**config.mk**
```make
export PLATFORM = sky130hd
export DESIGN_NAME = adcsp_top
export DESIGN_NICKNAME = d
export VERILOG_FILES = /design/src/adcsp_pkg.sv /design/src/adcsp_top.sv
export VERILOG_INCLUDE_DIRS = /design/src /design/src/src
export SDC_FILE = /design/constraint.sdc
export NUM_CORES = 1
export LEC_CHECK = 0
export ABC_AREA = 1
export BUFFER_PORTS_ARGS = -buffer_cell sky130_fd_sc_hd__clkbuf_2
export CAP_MARGIN = 20
export CORE_ASPECT_RATIO = 1.75
export CORE_MARGIN = 4
export CORE_UTILIZATION = 45
export DETAILED_ROUTE_END_ITERATION = 8
export HOLD_SLACK_MARGIN = 0.06
export MAX_ROUTING_LAYER = met4
export PLACE_DENSITY = 0.68
export SYNTH_ARGS = -nofsm -noshare
export SYNTH_HDL_FRONTEND = slang
export SYNTH_SLANG_ARGS = --single-unit
```
**constraint.sdc**
```tcl
create_clock -name clk -period 2.2 [get_ports clk]
set_input_delay 0.11 -clock clk [delete_from_list [all_inputs] [get_ports clk]]
set_output_delay 0.11 -clock clk [all_outputs]
set_load 0.05 [all_outputs]
```
**src/adcsp_map.svh**
```systemverilog
/*
  Constants for the converter shared-pin serial functions block.
  Assumes inclusion by the design top and the bench top.
*/
// Function
// - In parallel mode the five shared pins carry result bits eight to twelve, one pin per bit.
// - In serial master mode with frame polarity low the frame strobe is high while data is valid.
// - In serial master mode with frame polarity high the frame strobe is low while data is valid.
// - In serial slave mode the second shared pin is the incomplete-read flag.
// - A slave read still open when a conversion completes drops that result and pulses the flag.
// - In serial mode with source select low, range and mode come from the serial config port.
// - In serial mode with source select high, hardware pins give the config, the port is ignored.
// - Config bits arrive most significant first and are taken on a config clock edge.
// - The config clock edge used is chosen by the clock edge invert select.
// - Config clocks count only while the config port select is active.
// - Busy rises at conversion start and falls when the conversion ends, whether or not the result is latched.
`ifndef ADCSP_MAP_SVH
`define ADCSP_MAP_SVH

`define ADCSP_ADDR_CTRL 8'h00
`define ADCSP_ADDR_STATUS 8'h04
`define ADCSP_ADDR_IRQ_EN 8'h08
`define ADCSP_ADDR_IRQ_CLR 8'h0C
`define ADCSP_ADDR_RESULT 8'h10
`define ADCSP_ADDR_CONFIG 8'h14

`define ADCSP_CTRL_START 0
`define ADCSP_ST_DONE 0
`define ADCSP_ST_RDERR 1
`define ADCSP_ST_CFG 2
`define ADCSP_ST_W 3

`define ADCSP_RES_W 14
`define ADCSP_CFG_BITS 8
`define ADCSP_CFG_RANGE_LSB 0
`define ADCSP_CFG_MODE_LSB 2

`define ADCSP_CLK_MHZ 125
`define ADCSP_CONV_NS 800
`define ADCSP_CONV_CYC ((`ADCSP_CONV_NS * `ADCSP_CLK_MHZ + 999) / 1000)
`define ADCSP_SCLK_HALF 4

`endif

```
**src/adcsp_pkg.sv**
```systemverilog
/*
  Types for the converter shared-pin serial functions block.
  Assumes the constants header sits beside it.
*/
package adcsp_pkg;
  typedef enum logic [1:0] {
    SER_IDLE,
    SER_MREAD,
    SER_SREAD
  } adcsp_ser_t;
endpackage

```
**src/adcsp_top.sv**
```systemverilog
/*
  Shared-pin logic of a sampling converter: parallel upper data bits, serial
  frame strobe, incomplete-read flag, serial configuration port, busy and a
  small register port with interrupt.
  Assumes pins and straps are asynchronous to clk; conv_data comes from the
  converter core on clk and is stable when a conversion ends.
*/
// The placing of the registers and strobed register access are this design's own decisions.
`timescale 1ns/1ps
`include "adcsp_map.svh"

module adcsp_top import adcsp_pkg::*; (
  // Clock and reset
  input wire logic clk,
  input wire logic sys_rst,
  // Register port
  input wire logic [7:0] reg_addr,
  input wire logic [31:0] reg_wdata,
  input wire logic reg_wr,
  input wire logic reg_rd,
  output logic [31:0] reg_rdata,
  // Shared pins, index 0 is bit eight
  input wire logic [4:0] shared_in,
  output logic [4:0] shared_out,
  output logic [4:0] shared_oe,
  // Mode straps
  input wire logic serial_parallel_select,
  input wire logic clock_source_select,
  input wire logic frame_polarity_select,
  input wire logic clock_edge_invert,
  // Configuration port and hardware config
  input wire logic config_port_select_n,
  input wire logic [1:0] hw_range,
  input wire logic [1:0] hw_mode,
  // Serial data
  input wire logic sdclk_in,
  output logic sdclk_out,
  output logic sdclk_oe,
  output logic serial_result_out,
  // Converter
  input wire logic conv_start_n,
  input wire logic [13:0] conv_data,
  output logic busy,
  output logic [1:0] cfg_range,
  output logic [1:0] cfg_mode,
  // Interrupt
  output logic irq
);

  localparam logic [7:0] CONV_LAST = 8'(`ADCSP_CONV_CYC - 1);
  localparam logic [2:0] HALF_LAST = 3'(`ADCSP_SCLK_HALF - 1);
  localparam logic [3:0] BIT_LAST = 4'(`ADCSP_RES_W - 1);
  localparam logic [3:0] CFG_FULL = 4'(`ADCSP_CFG_BITS);

  // Two-stage input synchroniser
  logic [15:0] pin_raw;
  logic [15:0] sy1_r;
  logic [15:0] sy2_r;
  assign pin_raw = {hw_mode, hw_range, clock_edge_invert, frame_polarity_select,
                    clock_source_select, serial_parallel_select, conv_start_n,
                    sdclk_in, config_port_select_n, shared_in};

  always_ff @(posedge clk) begin
    if (sys_rst) begin
      // Idle levels of start and select pins, so no false edge after reset
      sy1_r <= 16'h00A0;
      sy2_r <= 16'h00A0;
    end else begin
      sy1_r <= pin_raw;
      sy2_r <= sy1_r;
    end
  end

  logic [1:0] m_hw_mode;
  logic [1:0] m_hw_range;
  logic m_inv;
  logic m_pol;
  logic m_ext;
  logic m_ser;
  logic m_cst_n;
  logic m_sdclk;
  logic m_cs_n;
  logic [4:0] m_sh;
  assign {m_hw_mode, m_hw_range, m_inv, m_pol, m_ext, m_ser, m_cst_n,
          m_sdclk, m_cs_n, m_sh} = sy2_r;

  logic master;
  logic slave;
  logic cfg_hw;
  assign master = m_ser & ~m_ext;
  assign slave = m_ser & m_ext;
  assign cfg_hw = ~m_ser | m_sh[2];

  // Edge history
  logic cst_prev_r;
  logic sd_prev_r;
  logic cclk_prev_r;
  logic cs_prev_r;
  always_ff @(posedge clk) begin
    if (sys_rst) begin
      cst_prev_r <= 1'b1;
      sd_prev_r <= 1'b0;
      cclk_prev_r <= 1'b0;
      cs_prev_r <= 1'b1;
    end else begin
      cst_prev_r <= m_cst_n;
      sd_prev_r <= m_sdclk;
      cclk_prev_r <= m_sh[4];
      cs_prev_r <= m_cs_n;
    end
  end

  // Configuration port
  logic cfg_edge;
  logic cfg_take;
  logic cfg_end;
  logic [7:0] cfg_sh_r;
  logic [3:0] cfg_cnt_r;
  logic [7:0] cfg_word_r;
  logic cfg_ld_r;
  assign cfg_edge = m_inv ? (cclk_prev_r & ~m_sh[4]) : (~cclk_prev_r & m_sh[4]);
  assign cfg_take = m_ser & ~m_sh[2] & ~m_cs_n & cfg_edge;
  assign cfg_end = ~cs_prev_r & m_cs_n;

  always_ff @(posedge clk) begin
    if (sys_rst) begin
      cfg_sh_r <= 8'h00;
      cfg_cnt_r <= 4'h0;
      cfg_word_r <= 8'h00;
      cfg_ld_r <= 1'b0;
    end else begin
      cfg_ld_r <= 1'b0;
      if (cfg_take) begin
        cfg_sh_r <= {cfg_sh_r[6:0], m_sh[3]};
        if (cfg_cnt_r != CFG_FULL) begin
          cfg_cnt_r <= cfg_cnt_r + 4'h1;
        end
      end else if (cfg_end) begin
        cfg_cnt_r <= 4'h0;
        if (cfg_cnt_r == CFG_FULL && m_ser && !m_sh[2]) begin
          cfg_word_r <= cfg_sh_r;
          cfg_ld_r <= 1'b1;
        end
      end
    end
  end

  // Active configuration
  logic [1:0] cfg_range_r;
  logic [1:0] cfg_mode_r;
  always_ff @(posedge clk) begin
    if (sys_rst) begin
      cfg_range_r <= 2'h0;
      cfg_mode_r <= 2'h0;
    end else if (cfg_hw) begin
      cfg_range_r <= m_hw_range;
      cfg_mode_r <= m_hw_mode;
    end else begin
      cfg_range_r <= cfg_word_r[`ADCSP_CFG_RANGE_LSB +: 2];
      cfg_mode_r <= cfg_word_r[`ADCSP_CFG_MODE_LSB +: 2];
    end
  end

  // Conversion timing
  logic soft_start;
  logic start_evt;
  logic latch;
  logic busy_r;
  logic [7:0] conv_cnt_r;
  logic done_r;
  assign soft_start = reg_wr & (reg_addr == `ADCSP_ADDR_CTRL)
                      & reg_wdata[`ADCSP_CTRL_START];
  assign start_evt = (cst_prev_r & ~m_cst_n) | soft_start;
  assign latch = busy_r & ~done_r & (conv_cnt_r == CONV_LAST);

  always_ff @(posedge clk) begin
    if (sys_rst) begin
      busy_r <= 1'b0;
      conv_cnt_r <= 8'h00;
      done_r <= 1'b0;
    end else begin
      done_r <= latch;
      if (!busy_r && start_evt) begin
        busy_r <= 1'b1;
        conv_cnt_r <= 8'h00;
      end else if (done_r) begin
        busy_r <= 1'b0;
      end else if (busy_r && !latch) begin
        conv_cnt_r <= conv_cnt_r + 8'h01;
      end
    end
  end

  // Serial engine
  adcsp_ser_t st_r;
  logic [13:0] sh_r;
  logic [13:0] result_r;
  logic [3:0] bit_r;
  logic [2:0] div_r;
  logic sclk_r;
  logic rdy_r;
  logic err_r;
  logic sd_edge;
  assign sd_edge = m_inv ? (sd_prev_r & ~m_sdclk) : (~sd_prev_r & m_sdclk);

  always_ff @(posedge clk) begin
    if (sys_rst) begin
      st_r <= SER_IDLE;
      sh_r <= 14'h0000;
      result_r <= 14'h0000;
      bit_r <= 4'h0;
      div_r <= 3'h0;
      sclk_r <= 1'b0;
      rdy_r <= 1'b0;
      err_r <= 1'b0;
    end else begin
      err_r <= 1'b0;
      case (st_r)
        SER_IDLE: begin
          sclk_r <= 1'b0;
          if (latch) begin
            result_r <= conv_data;
            sh_r <= conv_data;
            bit_r <= 4'h0;
            div_r <= 3'h0;
            rdy_r <= slave;
            if (master) begin
              st_r <= SER_MREAD;
            end
          end else if (slave && rdy_r && sd_edge) begin
            st_r <= SER_SREAD;
            sh_r <= {sh_r[12:0], 1'b0};
            bit_r <= 4'h1;
          end
        end
        SER_MREAD: begin
          if (!master) begin
            st_r <= SER_IDLE;
          end else if (div_r == HALF_LAST) begin
            div_r <= 3'h0;
            sclk_r <= ~sclk_r;
            if (sclk_r) begin
              sh_r <= {sh_r[12:0], 1'b0};
              bit_r <= bit_r + 4'h1;
              if (bit_r == BIT_LAST) begin
                st_r <= SER_IDLE;
              end
            end
          end else begin
            div_r <= div_r + 3'h1;
          end
        end
        SER_SREAD: begin
          if (latch) begin
            err_r <= 1'b1;
          end
          if (!slave) begin
            st_r <= SER_IDLE;
            rdy_r <= 1'b0;
          end else if (sd_edge) begin
            sh_r <= {sh_r[12:0], 1'b0};
            bit_r <= bit_r + 4'h1;
            if (bit_r == BIT_LAST) begin
              st_r <= SER_IDLE;
              rdy_r <= 1'b0;
            end
          end
        end
        default: begin
          st_r <= SER_IDLE;
        end
      endcase
    end
  end

  // Pin drivers
  logic [4:0] shared_out_r;
  logic [4:0] shared_oe_r;
  logic sdclk_out_r;
  logic sdclk_oe_r;
  logic sdo_r;
  always_ff @(posedge clk) begin
    if (sys_rst) begin
      shared_out_r <= 5'h00;
      shared_oe_r <= 5'h00;
      sdclk_out_r <= 1'b0;
      sdclk_oe_r <= 1'b0;
      sdo_r <= 1'b0;
    end else if (!m_ser) begin
      shared_out_r <= result_r[12:8];
      shared_oe_r <= 5'h1F;
      sdclk_out_r <= 1'b0;
      sdclk_oe_r <= 1'b0;
      sdo_r <= 1'b0;
    end else begin
      shared_out_r <= {3'h0, err_r & slave,
                       ((st_r == SER_MREAD) ^ m_pol) & master};
      shared_oe_r <= {3'h0, slave, master};
      sdclk_out_r <= sclk_r & master;
      sdclk_oe_r <= master;
      sdo_r <= sh_r[13];
    end
  end

  // Interrupt status
  logic [2:0] st_set;
  logic [2:0] st_clr;
  logic [2:0] status_r;
  logic [2:0] irq_en_r;
  logic irq_r;
  assign st_set = {cfg_ld_r, err_r & slave, done_r};
  assign st_clr = (reg_wr && reg_addr == `ADCSP_ADDR_IRQ_CLR) ? reg_wdata[2:0] : 3'h0;

  always_ff @(posedge clk) begin
    if (sys_rst) begin
      status_r <= 3'h0;
      irq_en_r <= 3'h0;
      irq_r <= 1'b0;
    end else begin
      status_r <= (status_r & ~st_clr) | st_set;
      if (reg_wr && reg_addr == `ADCSP_ADDR_IRQ_EN) begin
        irq_en_r <= reg_wdata[2:0];
      end
      irq_r <= |(status_r & irq_en_r);
    end
  end

  // Register read
  logic [31:0] rdata_r;
  always_ff @(posedge clk) begin
    if (sys_rst) begin
      rdata_r <= 32'h0000_0000;
    end else if (reg_rd) begin
      case (reg_addr)
        `ADCSP_ADDR_CTRL: rdata_r <= {31'h0000_0000, busy_r};
        `ADCSP_ADDR_STATUS: rdata_r <= {29'h0000_0000, status_r};
        `ADCSP_ADDR_IRQ_EN: rdata_r <= {29'h0000_0000, irq_en_r};
        `ADCSP_ADDR_RESULT: rdata_r <= {18'h0_0000, result_r};
        `ADCSP_ADDR_CONFIG: begin
          rdata_r <= {19'h0_0000, cfg_hw, cfg_word_r, cfg_mode_r, cfg_range_r};
        end
        default: rdata_r <= 32'h0000_0000;
      endcase
    end else begin
      rdata_r <= 32'h0000_0000;
    end
  end

  assign reg_rdata = rdata_r;
  assign shared_out = shared_out_r;
  assign shared_oe = shared_oe_r;
  assign sdclk_out = sdclk_out_r;
  assign sdclk_oe = sdclk_oe_r;
  assign serial_result_out = sdo_r;
  assign busy = busy_r;
  assign cfg_range = cfg_range_r;
  assign cfg_mode = cfg_mode_r;
  assign irq = irq_r;

endmodule // adcsp_top

```
* Yosys cells after proc, flatten, opt, wreduce, memory -nomap -nowiden
Cells that the tools add are included.
** Storage, ports and cells
- Register bits :: 163
- Input bits :: 74
- Output and inout bits :: 51
- Logic and storage cells :: 190
** Cells by class
- $add $sub $neg :: 4
- Equal/unequal tests :: 25
- Mux-type cells :: 53
- Bitwise operators :: 41
- Reductions and logical operators :: 34
** Operators by type and width (number)
- 14-bit 2-to-1 mux :: 7
- 14-bit case mux with 5 select lines :: 1
- 14-bit case mux with 3 select lines :: 1
- 4-bit 2-to-1 mux :: 10
- 2-bit 2-to-1 mux :: 12
- 1-bit AND :: 18
- 3-bit != test (second input constant) :: 6
- 8-bit by 4-bit == test with 1-bit output (second input constant) :: 2
- 8-bit by 5-bit == test with 1-bit output (second input constant) :: 2
- 1-bit NOT :: 16
- 1-bit 2-to-1 mux :: 12
- 3-bit 2-to-1 mux :: 4
- 2-bit != test (second input constant) :: 6
- 4-bit case mux with 3 select lines :: 1
- 2-bit OR reduction :: 5
- 3-bit AND reduction :: 3
- 4-bit by 1-bit adder with 4-bit output (second input constant) :: 2
- 8-bit by 1-bit adder with 8-bit output (second input constant) :: 1
- 4-bit == test (second input constant) :: 2
- 8-bit by 3-bit == test with 1-bit output (second input constant) :: 1
- 8-bit by 7-bit == test with 1-bit output (second input constant) :: 1
- 1-bit logical AND :: 8
- 8-bit logical NOT :: 1
- 2-bit nonzero test :: 4
- other kinds (23) :: 31

* Depth between registers and ports, before layout
- Depth after elaboration :: 7
- Depth in mapped cells :: 11
- Gate-level depth less buffers :: 11

* Least setup slack after synthesis
Ideal clock, no wire load.
- Kind :: reg-to-reg
- From :: register busy_r, in the netlist busy
- To :: register conv_cnt_r[3]
- Library setup time :: 0.120 ns
- Arrival :: 1.642 ns
- Required time :: 2.080 ns
- Slack :: 0.438 ns
- Cell stages (with the launch flop) :: 10
- Buffers on the path :: 0
- Period minus slack after synthesis :: 1.762 ns
- Cell sequence :: dfxtp_1 > inv_1 > nor2_4 > inv_1 > nor2_2 > inv_2 > o21ai_0 > nand2_1 > inv_1 > nor2_1
** On the way
- Word-level cells in the longest chain between the ends :: 5
- Elaborated cells on any way between the ends :: 8
- Classes of those cells :: 2 x bitwise; 6 x reduce/logical
** Ends and longest elaborated chain
- start, declared :: line adcsp_top.sv:168 : logic busy_r;
- start signal, assigned :: line adcsp_top.sv:178 : busy_r <= 1'b0;
- start signal, assigned :: line adcsp_top.sv:184 : busy_r <= 1'b1;
- start signal, assigned :: line adcsp_top.sv:187 : busy_r <= 1'b0;
- 1-bit AND (2 in a row) :: line adcsp_top.sv:174 : assign latch = busy_r & ~done_r & (conv_cnt_r == CONV_LAST);
- 1-bit logical NOT :: line adcsp_top.sv:188 : end else if (busy_r && !latch) begin
- 1-bit logical AND :: line adcsp_top.sv:188
- 2-bit AND reduction (no source line)
- end signal, assigned :: line adcsp_top.sv:189 : conv_cnt_r <= conv_cnt_r + 8'h01;
- end, declared :: line adcsp_top.sv:169 : logic [7:0] conv_cnt_r;
Parallel ways exist; a longest one is shown, timed or not.
A chain may end at the register's enable or synchronous reset.

* Worst setup path after layout
- From :: register st_r[1]
- To :: register sh_r[3]
** On the way
- Word-level cells in the longest chain between the ends :: 3
- Elaborated cells on any way between the ends :: 12
- Classes of those cells :: 8 x eq/ne; 1 x mux; 3 x reduce/logical
** Ends and longest elaborated chain
- start, declared :: line adcsp_top.sv:195 : adcsp_ser_t st_r;
- start signal, assigned :: line adcsp_top.sv:208 : st_r <= SER_IDLE;
- start signal, assigned :: line adcsp_top.sv:228 : st_r <= SER_MREAD;
- start signal, assigned :: line adcsp_top.sv:231 : st_r <= SER_SREAD;
- 2-bit by 1-bit == test with 1-bit output, or another cell as far along :: line adcsp_top.sv:218 : case (st_r)
- 2-bit != test (no source line), or another cell as far along
- 7-bit AND reduction (no source line)
- end signal, assigned :: line adcsp_top.sv:223 : sh_r <= conv_data;
- end signal, assigned :: line adcsp_top.sv:232 : sh_r <= {sh_r[12:0], 1'b0};
- end signal, assigned :: line adcsp_top.sv:243 : sh_r <= {sh_r[12:0], 1'b0};
- end, declared :: line adcsp_top.sv:196 : logic [13:0] sh_r;
Parallel ways exist; a longest one is shown, timed or not.

==> impl_metrics.py <==
metrics = {
    "worst_setup_path": {
        "cp.required_ns": 2.50,
        "start_kind": "register",
        "max_stage_delay_ns": 0.39,
        "path_depth": 8,
        "critical_path_buf_inv_count": 1,
        "r2r-end": "sh_r[3]",
        "cpMostUsedCell": "nor2_1",
        "critical_path.top_delay_family": "simple AND/OR/NAND/NOR gates",
        "worstPathArrival_ns": 2.20,
        "reg2reg_from": "st_r[1]",
        "critPathCaptureType": "register",
        "crit_slowest_cell": "dfxtp_1",
        "r2r_setup_slack_ns": 0.30,
        "cp_cell_sequence": "inv_1, ha_1, a21oi_1, nand2_1, a21oi_4, nand2_4, nor2_1, nor2_1",
        "r2r_cells": 8,
        "worst-path-max-fanout": 32,
        "crit_type": "reg -> reg",
    },
    "clock_tree": {
        "clk_latency_ns": 0.41,
        "cts_max_level": 4,
        "cts_max_path_buffers": 2,
        "cts_tree": "built",
        "cts_buffers": 17,
        "root_buffer": "clkbuf_16",
        "path_clk_slew_ns": 0.06,
        "clkSinkCount": 139,
        "post_cts_buffers": 0,
    },
    "hold_path": {
        "min_to": "result_r[7]",
        "min_path_type": "in -> reg",
        "whs_path_depth": 3,
        "hp-start": "conv_data[7]",
    },
    "pwr": {
        "power_leakage_nw": 3.23,
        "ir_worst_vdd_uv": 570,
        "finalPower_mw": 6.53,
        "powerDensity_nw_per_um2": 914,
    },
    "timing": {
        "whs_ns": 0.0878,
        "final-max-slew-violation-count": 0,
        "setup_viol": 0,
        "clock_skew_ns": 0.00583,
        "fmax_mhz": 527,
        "fin_crit_sh_pct": 86.2,
        "rsz0062_at_grt": "false",
        "worst_pin_slew_ns": 0.570,
        "finalHoldViolations": 0,
        "period_needed_ns": 1.90,
        "finalSetupTns_ns": 0,
        "setup_ws_ns": 0.303,
        "slew_headroom_pct": 62.0,
    },
    "global_routing": {
        "track_usage_pct": 17.9,
        "grt_pass1_wl_um": 20900,
        "antenna_found_initial": 0,
        "overflow": 0,
        "grt_pass1_vias": 4781,
        "grt_start_max_net_pins": 56,
    },
    "die": {
        "die_y_um": 159,
        "pin_count": 125,
        "start_util_pct": 45.7,
        "placementRows": 55,
        "dieWidth_um": 94.4,
        "dieArea_um2": 15000,
        "core_um2": 12900,
    },
    "place": {
        "routabilityCongestion": 0.874,
        "dp_slack_ns": 0.331,
        "dpl_cell_area_um2": 6290,
        "portBuffers": 75,
        "place_inst": 1013,
        "dp.final_hpwl_um": 8720,
    },
    "finish": {
        "antenna_cells": 0,
        "drive_above_1_share_pct": 15.9,
        "design_area_um2": 7150,
        "areaGrowthSynthToFinish_pct": 21.7,
        "fin_cells": 1073,
        "layout_common_cells": "nand2_1, dfxtp_1, nor2_1",
        "final_core_util_pct": 55.6,
        "fin_nets": 975,
        "fillers": 1256,
        "final_common_cell": "nand2_1",
    },
    "run": {
        "drv_cap": 0,
    },
    "detailed_routing": {
        "wl_per_cell_um": 11.6,
        "vias": 4886,
        "avgViaCountPerCell": 4.55,
        "ant_nets": 0,
        "drc_errors": 0,
        "drt-total-wl_um": 12500,
        "dr.pass1.iters": 5,
        "drt_iter0_markers": 151,
    },
    "logic_synthesis": {
        "synthTopCellsByArea": "dfxtp_1, nand2_1, nor2_1, inv_1, a21oi_1",
        "yosysTopAreaCell": "dfxtp_1",
        "ys_types": 38,
        "ys_seq_area_share_pct": 47.4,
        "ys_warn_count": 0,
        "postSynth.asyncResetShare_pct": 0,
        "syn_inst": 791,
        "synth_top_cell_area_share_pct": 47.4,
        "synth_edf_count": 0,
        "postSynthAreaPerCell_um2": 7.43,
        "syn_area_um2": 5880,
        "synth-seq-cells": 139,
        "synthFlopType": "dfxtp_1",
    },
    "outcome": {
        "status": "complete, no violations",
    },
}
metal layers:
metal,wire [µm],GRT usage (%),vias up
met3,538,3.36,28
met4,474,9.01,0
met2,6510,32.4,122
met1,4940,17.8,2135
met5,0,-,-
li1,-,-,2601
cells in the mapped netlist, types with 2 or more instances:
cell type / count
o21ai_0: 45
o211ai_1: 5
or2_2: 5
nand2_1: 167
ha_1: 10
nand2_4: 3
clkbuf_1: 15
a211oi_1: 2
o21ai_2: 7
dfxtp_1: 139
xnor2_1: 3
a21oi_1: 64
inv_2: 4
nand3_1: 29
nor3_1: 2
buf_6: 5
buf_2: 6
nor2_1: 115
inv_1: 113
xor2_1: 5
nand4_1: 6
nor2_4: 4
buf_4: 20
nor2_2: 3
cell type report:
type	count	area, µm²	area share, %
Timing Repair Buffer	110	726	10.1
Tap cell	171	214	2.99
Inverter	119	448	6.26
Clock inverter	12	126	1.77
Multi-Input combinational cell	504	2420	33.8
Sequential cell	139	2780	38.9
Clock buffer	18	439	6.14
cell families (layout without fill, tap and decap cells):
family	after synthesis	in the layout	share of synthesized area [%]
compound gates	128	128	12.0
xor+xnor	8	8	1.19
fa+ha+maj	10	10	2.13
buf+inv	165	259	12.6
flops	139	139	47.4
other cells	1	18	0.0638
simple gates	340	340	24.7
report_power, final:
group | internal (mW) | leakage [nW] | switching, mW | total [mW]
sequential | 2.65 | 1.13 | 0.0664 | 2.72
combinational | 0.375 | 1.83 | 0.732 | 1.11
clock | 1.67 | 0.265 | 1.03 | 2.71
total | 4.70 | 3.23 | 1.83 | 6.53
sequential cells by signal (all words and copies together) (netlist names), 3 cells and up:
| register | flops |
|---|---|
| cfg_word_r | 8 |
| status_r | 3 |
| shared_oe | 3 |
| sy1_r | 14 |
| bit_r | 4 |
| reg_rdata | 14 |
| cfg_cnt_r | 4 |
| cfg_sh_r | 8 |
| irq_en_r | 3 |
| shared_out | 5 |
| sy2_r | 14 |
| div_r | 3 |
| conv_cnt_r | 8 |
| result_r | 14 |
| sh_r | 14 |
worst max path at each step:
stage,from,end
detailed placement,st_r[1],sh_r[3]
floorplan,busy,conv_cnt_r[3]
global placement,conv_cnt_r[0],sh_r[6]
global route,conv_cnt_r[0],sh_r[7]
CTS,st_r[1],sh_r[3]
finish,st_r[1],sh_r[3]
worst reg2reg max path: stages (launching register included):
cell and delay (ns):
dfxtp_1 0.39, inv_1 0.10, ha_1 0.32, a21oi_1 0.19, nand2_1 0.10, a21oi_4 0.21
nand2_4 0.23, nor2_1 0.19, nor2_1 0.07
what timing repair did:
| action | 4_1_cts | 5_1_grt |
|---|---|---|
| endpoints found under the hold margin | 33 | 0 |
| gates resized for setup | 0 | 0 |
| hold buffers | 30 | 0 |
(Power assumes the default switching activity.)
